**src/logic/ocp_regs.vh**
```
// Register map, field positions, reset values and timing counts for the option pin block
`ifndef OCP_REGS_VH
`define OCP_REGS_VH
// ***************************************************
// Register byte offsets
// ***************************************************
`define OCP_ADDR_CTRL     4'h0
`define OCP_ADDR_STATUS   4'h4
`define OCP_ADDR_CFG      4'h8
// ***************************************************
// Control register fields
// ***************************************************
`define OCP_BIT_USRCLK_EN 0
`define OCP_BIT_INIT_EN   1
`define OCP_BIT_OCT_GATE  2
`define OCP_BIT_OE_EN     3
`define OCP_BIT_CLR_EN    4
`define OCP_BIT_AS_TRI    5
`define OCP_BIT_UIO_OUT   8
`define OCP_BIT_UIO_OE    9
`define OCP_CTRL_RESET    10'h000
`define OCP_CTRL_MASK     10'h33F
// ***************************************************
// Config-event register fields (write one to pulse)
// ***************************************************
`define OCP_BIT_FRAME     0
`define OCP_BIT_LOADED    1
// ***************************************************
// Status register fields
// ***************************************************
`define OCP_ST_LSB        0
`define OCP_BIT_RESTART   8
`define OCP_BIT_CALDONE   9
`define OCP_BIT_CHIP_OE   10
`define OCP_BIT_CHIP_CLR  11
`define OCP_BIT_USER      12
// ***************************************************
// Timing and bus answers
// ***************************************************
`define OCP_INIT_TICKS    8'h10
`define OCP_RESP_OKAY     2'h0
`define OCP_RESP_DECERR   2'h3
`endif

```
**src/logic/ocp_top.v**
```verilog
// Optional configuration pin control with an AXI4-Lite register slave
//
// Register access over AXI4-Lite and the register addresses were left to the implementer.
`include "ocp_regs.vh"
module ocp_top #(
  parameter [7:0] INIT_TICKS = `OCP_INIT_TICKS
) (
  // Clock and reset
  input  wire        clk_in,
  input  wire        rst_in,
  // AXI4-Lite write address and data
  input  wire [3:0]  s_axi_awaddr_in,
  input  wire        s_axi_awvalid_in,
  output reg         s_axi_awready_out,
  input  wire [31:0] s_axi_wdata_in,
  input  wire [3:0]  s_axi_wstrb_in,
  input  wire        s_axi_wvalid_in,
  output reg         s_axi_wready_out,
  // AXI4-Lite write response
  output reg  [1:0]  s_axi_bresp_out,
  output reg         s_axi_bvalid_out,
  input  wire        s_axi_bready_in,
  // AXI4-Lite read
  input  wire [3:0]  s_axi_araddr_in,
  input  wire        s_axi_arvalid_in,
  output reg         s_axi_arready_out,
  output reg  [31:0] s_axi_rdata_out,
  output reg  [1:0]  s_axi_rresp_out,
  output reg         s_axi_rvalid_out,
  input  wire        s_axi_rready_in,
  // Device pins
  input  wire        config_restart_n_in,
  input  wire        user_startup_clock_in,
  input  wire        termination_cal_done_in,
  input  wire        chip_output_enable_in,
  input  wire        chip_register_clear_n_in,
  input  wire        init_done_in,
  output reg         init_done_out,
  output reg         init_done_oe_out,
  output reg         init_done_pullup_out,
  // Chip-wide controls
  output reg         io_tristate_out,
  output reg         reg_clear_out,
  output reg         serial_pins_tristate_out,
  output reg         user_mode_out
);
  // ***************************************************
  // States
  // ***************************************************
  localparam [5:0] ST_IDLE = 6'h01;
  localparam [5:0] ST_CFG  = 6'h02;
  localparam [5:0] ST_LOAD = 6'h04;
  localparam [5:0] ST_INIT = 6'h08;
  localparam [5:0] ST_OCT  = 6'h10;
  localparam [5:0] ST_USER = 6'h20;

  reg  [5:0] state;
  reg  [5:0] next_state;
  reg  [9:0] ctrl;
  reg  [5:0] opt;
  reg  [7:0] ticks;
  reg        ev_frame;
  reg        ev_loaded;
  reg  [1:0] rst_sync;
  reg  [2:0] uclk_sync;
  reg  [1:0] cal_sync;
  reg  [1:0] oe_sync;
  reg  [1:0] clr_sync;
  reg  [1:0] pin_sync;
  reg        aw_held;
  reg  [3:0] aw_addr;
  reg        w_held;
  reg  [31:0] w_data;
  reg  [3:0] w_strb;
  wire       init_tick;
  wire       init_end;
  wire       drive_low;
  wire       wr_go;
  wire [3:0] wr_addr;
  wire [31:0] wr_data;
  wire [3:0] wr_strb;
  wire [9:0] wr_masked;
  wire       chip_tri;
  wire       chip_clr;

  // ***************************************************
  // Pin synchronisers
  // ***************************************************
  always @(posedge clk_in) begin
    if (rst_in) begin
      rst_sync  <= 2'h0;
      uclk_sync <= 3'h0;
      cal_sync  <= 2'h0;
      oe_sync   <= 2'h3;
      clr_sync  <= 2'h3;
      pin_sync  <= 2'h3;
    end else begin
      rst_sync  <= {rst_sync[0], config_restart_n_in};
      uclk_sync <= {uclk_sync[1:0], user_startup_clock_in};
      cal_sync  <= {cal_sync[0], termination_cal_done_in};
      oe_sync   <= {oe_sync[0], chip_output_enable_in};
      clr_sync  <= {clr_sync[0], chip_register_clear_n_in};
      pin_sync  <= {pin_sync[0], init_done_in};
    end
  end

  // ***************************************************
  // Initialization timing
  // ***************************************************
  assign init_tick = opt[`OCP_BIT_USRCLK_EN] ? (uclk_sync[1] & ~uclk_sync[2]) : 1'b1;
  assign init_end  = init_tick && (ticks == INIT_TICKS - 8'h01);
  assign chip_tri  = opt[`OCP_BIT_OE_EN] & ~oe_sync[1];
  assign chip_clr  = opt[`OCP_BIT_CLR_EN] & ~clr_sync[1];

  always @(posedge clk_in) begin
    if (rst_in || state != ST_INIT) begin
      ticks <= 8'h00;
    end else if (init_tick) begin
      ticks <= ticks + 8'h01;
    end
  end

  // ***************************************************
  // Configuration sequence
  // ***************************************************
  always @* begin
    next_state = state;
    case (state)
      ST_IDLE: begin
        if (rst_sync[1]) begin
          next_state = ST_CFG;
        end
      end
      ST_CFG: begin
        if (ev_frame) begin
          next_state = ST_LOAD;
        end
      end
      ST_LOAD: begin
        if (ev_loaded) begin
          next_state = ST_INIT;
        end
      end
      ST_INIT: begin
        if (init_end) begin
          next_state = opt[`OCP_BIT_OCT_GATE] ? ST_OCT : ST_USER;
        end
      end
      ST_OCT: begin
        if (cal_sync[1]) begin
          next_state = ST_USER;
        end
      end
      ST_USER: begin
        next_state = ST_USER;
      end
      default: begin
        next_state = ST_IDLE;
      end
    endcase
    if (!rst_sync[1]) begin
      next_state = ST_IDLE;
    end
  end

  always @(posedge clk_in) begin
    if (rst_in) begin
      state <= ST_IDLE;
      opt   <= 6'h00;
    end else begin
      state <= next_state;
      if (!rst_sync[1]) begin
        opt <= 6'h00;
      end else if (state == ST_CFG && ev_frame) begin
        opt <= ctrl[5:0];
      end
    end
  end

  // ***************************************************
  // Pin drivers
  // ***************************************************
  assign drive_low = opt[`OCP_BIT_INIT_EN] &&
                     (state == ST_LOAD || state == ST_INIT || state == ST_OCT);

  always @(posedge clk_in) begin
    if (rst_in) begin
      init_done_out            <= 1'b0;
      init_done_oe_out         <= 1'b0;
      init_done_pullup_out     <= 1'b1;
      io_tristate_out          <= 1'b0;
      reg_clear_out            <= 1'b0;
      serial_pins_tristate_out <= 1'b0;
      user_mode_out            <= 1'b0;
    end else begin
      io_tristate_out <= chip_tri;
      reg_clear_out   <= chip_clr;
      user_mode_out   <= (next_state == ST_USER);
      serial_pins_tristate_out <= (next_state == ST_USER) && opt[`OCP_BIT_AS_TRI];
      if (opt[`OCP_BIT_INIT_EN] || state != ST_USER) begin
        init_done_out        <= 1'b0;
        init_done_pullup_out <= !opt[`OCP_BIT_INIT_EN];
        init_done_oe_out     <= drive_low;
      end else begin
        init_done_out        <= ctrl[`OCP_BIT_UIO_OUT];
        init_done_pullup_out <= 1'b0;
        init_done_oe_out     <= ctrl[`OCP_BIT_UIO_OE] && !chip_tri;
      end
    end
  end

  // ***************************************************
  // AXI4-Lite write path
  // ***************************************************
  assign wr_go   = (aw_held || s_axi_awvalid_in) && (w_held || s_axi_wvalid_in) &&
                   !s_axi_bvalid_out;
  assign wr_addr = aw_held ? aw_addr : s_axi_awaddr_in;
  assign wr_data = w_held ? w_data : s_axi_wdata_in;
  assign wr_strb = w_held ? w_strb : s_axi_wstrb_in;
  assign wr_masked = wr_data[9:0] & `OCP_CTRL_MASK;

  always @(posedge clk_in) begin
    if (rst_in) begin
      s_axi_awready_out <= 1'b0;
      s_axi_wready_out  <= 1'b0;
      s_axi_bvalid_out  <= 1'b0;
      s_axi_bresp_out   <= `OCP_RESP_OKAY;
      aw_held           <= 1'b0;
      aw_addr           <= 4'h0;
      w_held            <= 1'b0;
      w_data            <= 32'h0000_0000;
      w_strb            <= 4'h0;
      ctrl              <= `OCP_CTRL_RESET;
      ev_frame          <= 1'b0;
      ev_loaded         <= 1'b0;
    end else begin
      ev_frame  <= 1'b0;
      ev_loaded <= 1'b0;
      if (s_axi_awvalid_in && s_axi_awready_out) begin
        aw_held <= 1'b1;
        aw_addr <= s_axi_awaddr_in;
      end
      if (s_axi_wvalid_in && s_axi_wready_out) begin
        w_held <= 1'b1;
        w_data <= s_axi_wdata_in;
        w_strb <= s_axi_wstrb_in;
      end
      s_axi_awready_out <= !aw_held && !(s_axi_awvalid_in && s_axi_awready_out) &&
                           !wr_go && !s_axi_bvalid_out;
      s_axi_wready_out  <= !w_held && !(s_axi_wvalid_in && s_axi_wready_out) &&
                           !wr_go && !s_axi_bvalid_out;
      if (s_axi_bvalid_out && s_axi_bready_in) begin
        s_axi_bvalid_out <= 1'b0;
      end
      if (aw_held && w_held && !s_axi_bvalid_out) begin
        aw_held          <= 1'b0;
        w_held           <= 1'b0;
        s_axi_bvalid_out <= 1'b1;
        s_axi_bresp_out  <= `OCP_RESP_OKAY;
        if (wr_addr == `OCP_ADDR_CTRL) begin
          if (wr_strb[0]) begin
            ctrl[7:0] <= wr_masked[7:0];
          end
          if (wr_strb[1]) begin
            ctrl[9:8] <= wr_masked[9:8];
          end
        end else if (wr_addr == `OCP_ADDR_CFG) begin
          ev_frame  <= wr_strb[0] & wr_data[`OCP_BIT_FRAME];
          ev_loaded <= wr_strb[0] & wr_data[`OCP_BIT_LOADED];
        end else if (wr_addr != `OCP_ADDR_STATUS) begin
          s_axi_bresp_out <= `OCP_RESP_DECERR;
        end
      end
      if (chip_clr) begin
        ctrl[9:8] <= 2'h0;
      end
    end
  end

  // ***************************************************
  // AXI4-Lite read path
  // ***************************************************
  always @(posedge clk_in) begin
    if (rst_in) begin
      s_axi_arready_out <= 1'b0;
      s_axi_rvalid_out  <= 1'b0;
      s_axi_rdata_out   <= 32'h0000_0000;
      s_axi_rresp_out   <= `OCP_RESP_OKAY;
    end else begin
      s_axi_arready_out <= !s_axi_rvalid_out && !(s_axi_arvalid_in && s_axi_arready_out);
      if (s_axi_rvalid_out && s_axi_rready_in) begin
        s_axi_rvalid_out <= 1'b0;
      end
      if (s_axi_arvalid_in && s_axi_arready_out) begin
        s_axi_rvalid_out <= 1'b1;
        s_axi_rresp_out  <= `OCP_RESP_OKAY;
        s_axi_rdata_out  <= 32'h0000_0000;
        if (s_axi_araddr_in == `OCP_ADDR_CTRL) begin
          s_axi_rdata_out <= {22'h000000, ctrl};
        end else if (s_axi_araddr_in == `OCP_ADDR_STATUS) begin
          s_axi_rdata_out <= {19'h00000, state == ST_USER, clr_sync[1], oe_sync[1],
                              cal_sync[1], rst_sync[1], pin_sync[1], opt[0], state};
        end else if (s_axi_araddr_in != `OCP_ADDR_CFG) begin
          s_axi_rresp_out <= `OCP_RESP_DECERR;
        end
      end
    end
  end
endmodule

```
**config.mk**
```make
export PLATFORM = sky130hd
export DESIGN_NAME = ocp_top
export DESIGN_NICKNAME = d
export VERILOG_FILES = /design/src/logic/ocp_top.v
export VERILOG_INCLUDE_DIRS = /design/src /design/src/logic
export SDC_FILE = /design/constraint.sdc
export NUM_CORES = 1
export LEC_CHECK = 0
export BUFFER_PORTS_ARGS = -buffer_cell sky130_fd_sc_hd__buf_2
export CORE_MARGIN = 5
export CORE_UTILIZATION = 40
export CTS_BUF_LIST = sky130_fd_sc_hd__clkbuf_8 sky130_fd_sc_hd__clkbuf_16
export CTS_CLUSTER_DIAMETER = 40
export DETAILED_ROUTE_END_ITERATION = 10
export GPL_TIMING_DRIVEN = 0
export HOLD_SLACK_MARGIN = 0.1
export PLACE_DENSITY_LB_ADDON = 0.3
export SYNTH_ARGS = -nofsm -noshare
export SYNTH_HDL_FRONTEND = slang
export SYNTH_SLANG_ARGS = --single-unit
```
**constraint.sdc**
```tcl
create_clock -name clk_in -period 1.63 [get_ports clk_in]
set_input_delay 0.2445 -clock clk_in [delete_from_list [all_inputs] [get_ports clk_in]]
set_output_delay 0.2445 -clock clk_in [all_outputs]
set_load 0.005 [all_outputs]
```
# Word-level counts from Yosys, hierarchy flattened
# Index checks and enable logic that the tools add are counted.
# W data, S select, Z words.
dict set report totals {
  input_bits 57
  out_inout_bits 48
  wordCells 132
  reg_bits 109
}
dict set report op_classes {
  mux 25
  n_reduce_logical 48
  n_bitwise 11
  n_eq_ne 14
  addsub 1
}
# cell count
set ops {}
lappend ops {{$mux W6} 6}
lappend ops {{$pmux W6 S6} 1}
lappend ops {{$mux W13} 2}
lappend ops {{$logic_and A1 B1 Y1} 21}
lappend ops {{$mux W2} 7}
lappend ops {{$eq A6 B6 Y1 const B} 2}
lappend ops {{$logic_not A1 Y1} 10}
lappend ops {{$mux W10} 1}
lappend ops {{$add A8 B1 Y8 const B} 1}
lappend ops {{$eq A8 B4 Y1 const B} 1}
lappend ops {{$logic_not A4 Y1} 2}
lappend ops {{$reduce_or A2 Y1} 4}
lappend ops {{$mux W1} 7}
lappend ops {{$eq A6 B1 Y1 const B} 1}
lappend ops {{$eq A6 B2 Y1 const B} 1}
lappend ops {{$eq A6 B3 Y1 const B} 1}
lappend ops {{$eq A6 B4 Y1 const B} 1}
lappend ops {{$eq A6 B5 Y1 const B} 1}
lappend ops {{$logic_or A1 B1 Y1} 6}
lappend ops {{$ne A6 B4 Y1 const B} 1}
lappend ops {{$ne A6 B6 Y1 const B} 1}
lappend ops {{$not A1 Y1} 6}
lappend ops {{$reduce_and A3 Y1} 2}
lappend ops {{$and A1 B1 Y1} 5}
lappend ops {{other kinds (7)} 8}

# Longest topological paths before layout
dict set report logic_depth {
  depth_word 9
  ltp_mapped 6
  depth_no_buf 5
}

# Worst setup path before layout
# No wires, ideal clock.
dict set report synth_path {
  path_type {register -> register}
  start {register state[3]}
  end {register state[3]}
  setup_slack_ns 0.126
  n_path_buf 0
  stages_incl_launch_ff 5
  setup_time_ns 0.066
  t_arrival_ns 1.438
  required_ns 1.564
  synth_period_minus_slack_ns 1.504
  cell_sequence {dfxtp_1 or4_4 or2_4 a41o_4 a21oi_2}
}
dict set report synth_between {
  elab_chain_cells 3
  word_cells_on_any_way 12
  cone_classes {eq/ne (6); mux (6)}
}
# item line
set synth_rtl {}
lappend synth_rtl {{start, declared} ocp_top.v:57} ;# reg [5:0] state;
lappend synth_rtl {{start signal, assigned} ocp_top.v:171} ;# state <= next_state;
lappend synth_rtl {{$eq A6 B6 Y1, or another cell as far along} ocp_top.v:128} ;# case (state)
lappend synth_rtl {{$pmux W6 S6 *} ocp_top.v:128}
lappend synth_rtl {{$mux W6 *} ocp_top.v:161} ;# if (!rst_sync[1]) begin
# Mark *: on every way between the ends. The rest lies on a longest branch, timed or not.
# A chain may end at the register's enable or synchronous reset.

# Worst setup path after layout
dict set report layout_path {
  start {register state[0]}
  end {register state[3]}
}
dict set report layout_between {
  elab_chain_cells 3
  word_cells_on_any_way 8
  cone_classes {eq/ne (6); mux (2)}
}
# item line
set layout_rtl {}
lappend layout_rtl {{$eq A6 B6 Y1, or another cell as far along} ocp_top.v:128}
lappend layout_rtl {{$pmux W6 S6 *} ocp_top.v:128}
lappend layout_rtl {{$mux W6 *} ocp_top.v:161}
# Marked as above.

==> impl_summary.txt <==
----------------------------------------------------
[Outcome]
  Result of the run ... finished, final reports clean

[Yosys]
  Post-synth EDFFs ... 0
  Yosys Warn Count ... 0
  Main flop type after synthesis ... dfxtp_1
  Count of mapped cells out of synthesis ... 395
  Share of flip-flops with an asynchronous set or reset after synthesis ... 0
  Synthesis-stage register bit count ... 86
  Post-synth cell types ... 53
  Register area share after synthesis ... 0.4825
  Combined area of all synthesized cells ... ~3600 µm²
  Average footprint of a synthesized cell ... between 9 and 10 µm²

[Floorplan]
  Top-level I/O count ... ~110
  # rows ... 34
  Chip Width ... about 100 µm
  Core box area ... ~8700 µm²
  Die outline area ... 10910 µm²
  Vert. Die Dim ... ~100 µm
  Effective utilization at floorplan ... 0.4092

[Place]
  Post-detailed-placement half-perimeter wirelength ... around 6000 µm
  Placed Cells incl. Taps ... between 500 and 600
  Quantity of I/O buffers inserted on ports ... 58
  Post-place instance area ... between 4000 and 5000 µm²
  Global placer's final weighted congestion ... roughly 0.81

[STA]
  Setup violation total in the final timing report ... 0
  Max transition margin ... 0.5962
  Endpoints failing hold ... 0
  Max Transition Viols Final ... 0
  Fin crit share ... 0.9970
  Max Fclk ... roughly 620 MHz
  Slew at the pin closest to its max-slew limit ... around 600 ps
  Clock skew after layout ... 6.432 ps
  Setup repair after global routing missed its margin ... yes
  Time the worst path needs with I/O delays and setup ... between 1500 and 2000 ps

[Drt]
  Number of DRC violations after detailed-routing iteration 0 ... 97
  Number of detailed-route iterations in the first pass ... 4
  Remaining number of nets flagged by the antenna check after routing ... 0
  Ratio of routed vias to standard cells ... 5.007
  WL final ... 8511 µm
  # DRC ... 0
  Vias after detailed routing ... 3019
  Average wire per cell in the routed design ... around 14 µm

[Clock tree]
  TritonCTS Sinks ... 86
  Clock transition at the registers of the reported paths ... roughly 80 ps
  Clock Tree Root ... clkbuf_8
  Clock tree from TritonCTS ... built
  Clock network latency to the later pin of the worst-skew pair ... roughly 360 ps
  Number of levels the H-tree was split into ... 3
  Bufs on Longest Clock Path ... 2
  Total CTS buffers ... 9

[Power and ir drop]
  Largest vdd supply drop ... around 0.4 mV
  Total power ... around 0.0043 W
  Power Dens Cells ... roughly 950 nW/µm²
  Total leakage power ... about 1.8 nW

[Cells and area]
  Number of antenna diodes ... 0
  Final net count ... about 550
  Number of non-filler instances in the completed layout ... around 600
  Fraction of layout cells with a size suffix above 1 ... 0.2848
  Most frequent cells in the layout ... dfxtp_1 (84), buf_2 (60), nand2_1 (41), a21oi_1 (33), nor2_1 (29)
  Area Growth Syn to Fin ... 26.79%
  Most common library cell in the layout ignoring fill and taps ... dfxtp_1
  Finished layout cell area ... 4524 µm²
  Fill cell instance count of the final layout ... just over 800

[Global routing]
  Global-route wire length before repair ... 13830 µm
  Via count of the first global-routing pass ... approximately 3000
  Maximum number of pins on one net before global-route repair ... 15
  Initial antenna violation count ... 0
  Total Routing Usage GR ... 0.1550
  Total grt overflow ... 0

[Setup path]
  CP endpoint kind ... flip-flop
  Largest fanout of any net on the critical path ... 7
  Worst endpoint data arrival time ... about 1900 ps
  Nature of the critical path startpoint ... flip-flop
  Critical path required time ... 1930 ps
  Setup CP Type ... reg2reg

[Run]
  Number of maximum-capacitance violations ... 0

[Worst hold path]
  Worst min-delay path category ... in2reg

----------------------------------------------------
[Yosys cell counts (2+ instances only)]
| library cell | n | share of area |
|---|---|---|
| o21ai_0 | 9 | 0.013 |
| nand2_1 | 42 | 0.044 |
| dfxtp_1 | 86 | 0.48 |
| nand3b_1 | 11 | 0.023 |
| a211oi_1 | 3 | 0.0063 |
| a22oi_1 | 13 | 0.027 |
| a31oi_1 | 4 | 0.0070 |
| nor2_1 | 33 | 0.035 |
| a21oi_1 | 33 | 0.046 |
| mux2_2 | 2 | 0.0063 |
| buf_2 | 4 | 0.0056 |
| nor4b_1 | 3 | 0.0074 |
| o221a_2 | 2 | 0.0063 |
| a2111oi_0 | 2 | 0.0049 |
| buf_4 | 21 | 0.044 |
| nand3_1 | 7 | 0.0098 |
| inv_1 | 10 | 0.011 |
| xnor2_1 | 7 | 0.017 |
| nor4_1 | 2 | 0.0035 |
| nand4b_1 | 2 | 0.0049 |
| nor2b_1 | 9 | 0.016 |
| clkbuf_1 | 18 | 0.019 |
| nor3_1 | 6 | 0.0084 |
| mux2i_1 | 9 | 0.025 |
| or3_1 | 2 | 0.0035 |
| a221oi_1 | 6 | 0.015 |
| nand2b_1 | 13 | 0.023 |
| or2_2 | 6 | 0.011 |
| nor3b_1 | 4 | 0.0084 |
| and3_1 | 3 | 0.0053 |
[flip-flops by register name (all words and copies together), names as in the netlist, 3 cells and up]
| name | count |
|---|---|
| ticks | 8 |
| opt | 6 |
| ctrl | 8 |
| state | 6 |
| s_axi_rdata_out | 13 |
| uclk_sync | 3 |
| w_data | 8 |
| aw_addr | 4 |
[layer usage]
metal,vias up,share of wire,GRT usage
met5,-,0,0
met4,0,0.020,0.07401
met3,18,0.053,0.03352
met2,90,0.46,0.2498
met1,1396,0.46,0.1961
li1,1515,-,-
[stage by stage]
step	hold WS [ps]	util	TNS, ps	setup slack (ps)
after floorplan	346.6	-	0	126.2
after global placement	391.5	0.4657	-667.3	-98.08
after detailed placement	395.5	0.4657	-1779	-153.5
after CTS	101.2	0.5032	0	0.4108
after global routing	115.6	0.5188	-217.3	-45.32
final	109.9	0.5188	0	4.876
[critical path, stage by stage, from the launching register on]
cell and delay (ps):
dfxtp_4 360, or4_4 550, or2_4 290, a41o_4 270
a21oi_2 100
[final cells by class]
class	count	area, µm²	area share
buffer	41	251.5	0.05559
clock buffer	9	123.9	0.02738
inverter	10	37.54	0.008296
sequential	86	1727	0.3816
clock inverter	7	113.9	0.02517
multi-input combinational	274	1748	0.3863
timing repair buffer	68	387.9	0.08573
tap	108	135.1	0.02987
[repair_timing]
item,CTS,global route
hold buffers,4,0
setup buffers,3,3
pin swaps,5,11
endpoints found under the setup margin,39,38
hold endpoints to repair,4,0
gates resized for setup,6,28
[logic make-up after synthesis]
group / after synthesis / synth area share
buf+inv: 53 / 0.07924
compound gates: 81 / 0.1508
fa+ha+maj: 1 / 0.003506
flops: 86 / 0.4825
other cells: 1 / 0.001051
simple gates: 154 / 0.2318
mux: 11 / 0.03156
xor+xnor: 8 / 0.01964
[final timing paths]
| check | startpoint | end | slack, ps | cells after the start |
|---|---|---|---|---|
| hold reg to reg | oe_sync[0] | oe_sync[1] | 410 | 1 |
| setup reg to reg | state[0] | state[3] | 5 | 4 |
| setup / recovery | state[0] | state[3] | 5 | 4 |
| hold / removal | termination_cal_done_in | cal_sync[0] | 110 | 2 |
[power by group]
part / internal [W] / switching [W] / leakage [nW] / total (W)
clock network: 0.00101 / 0.000764 / 0.122 / 0.00178
registers: 0.00215 / 0.0000362 / 0.698 / 0.00218
logic: 0.000153 / 0.000172 / 0.943 / 0.000325
Note: power is estimated with default switching activity, not from simulation.
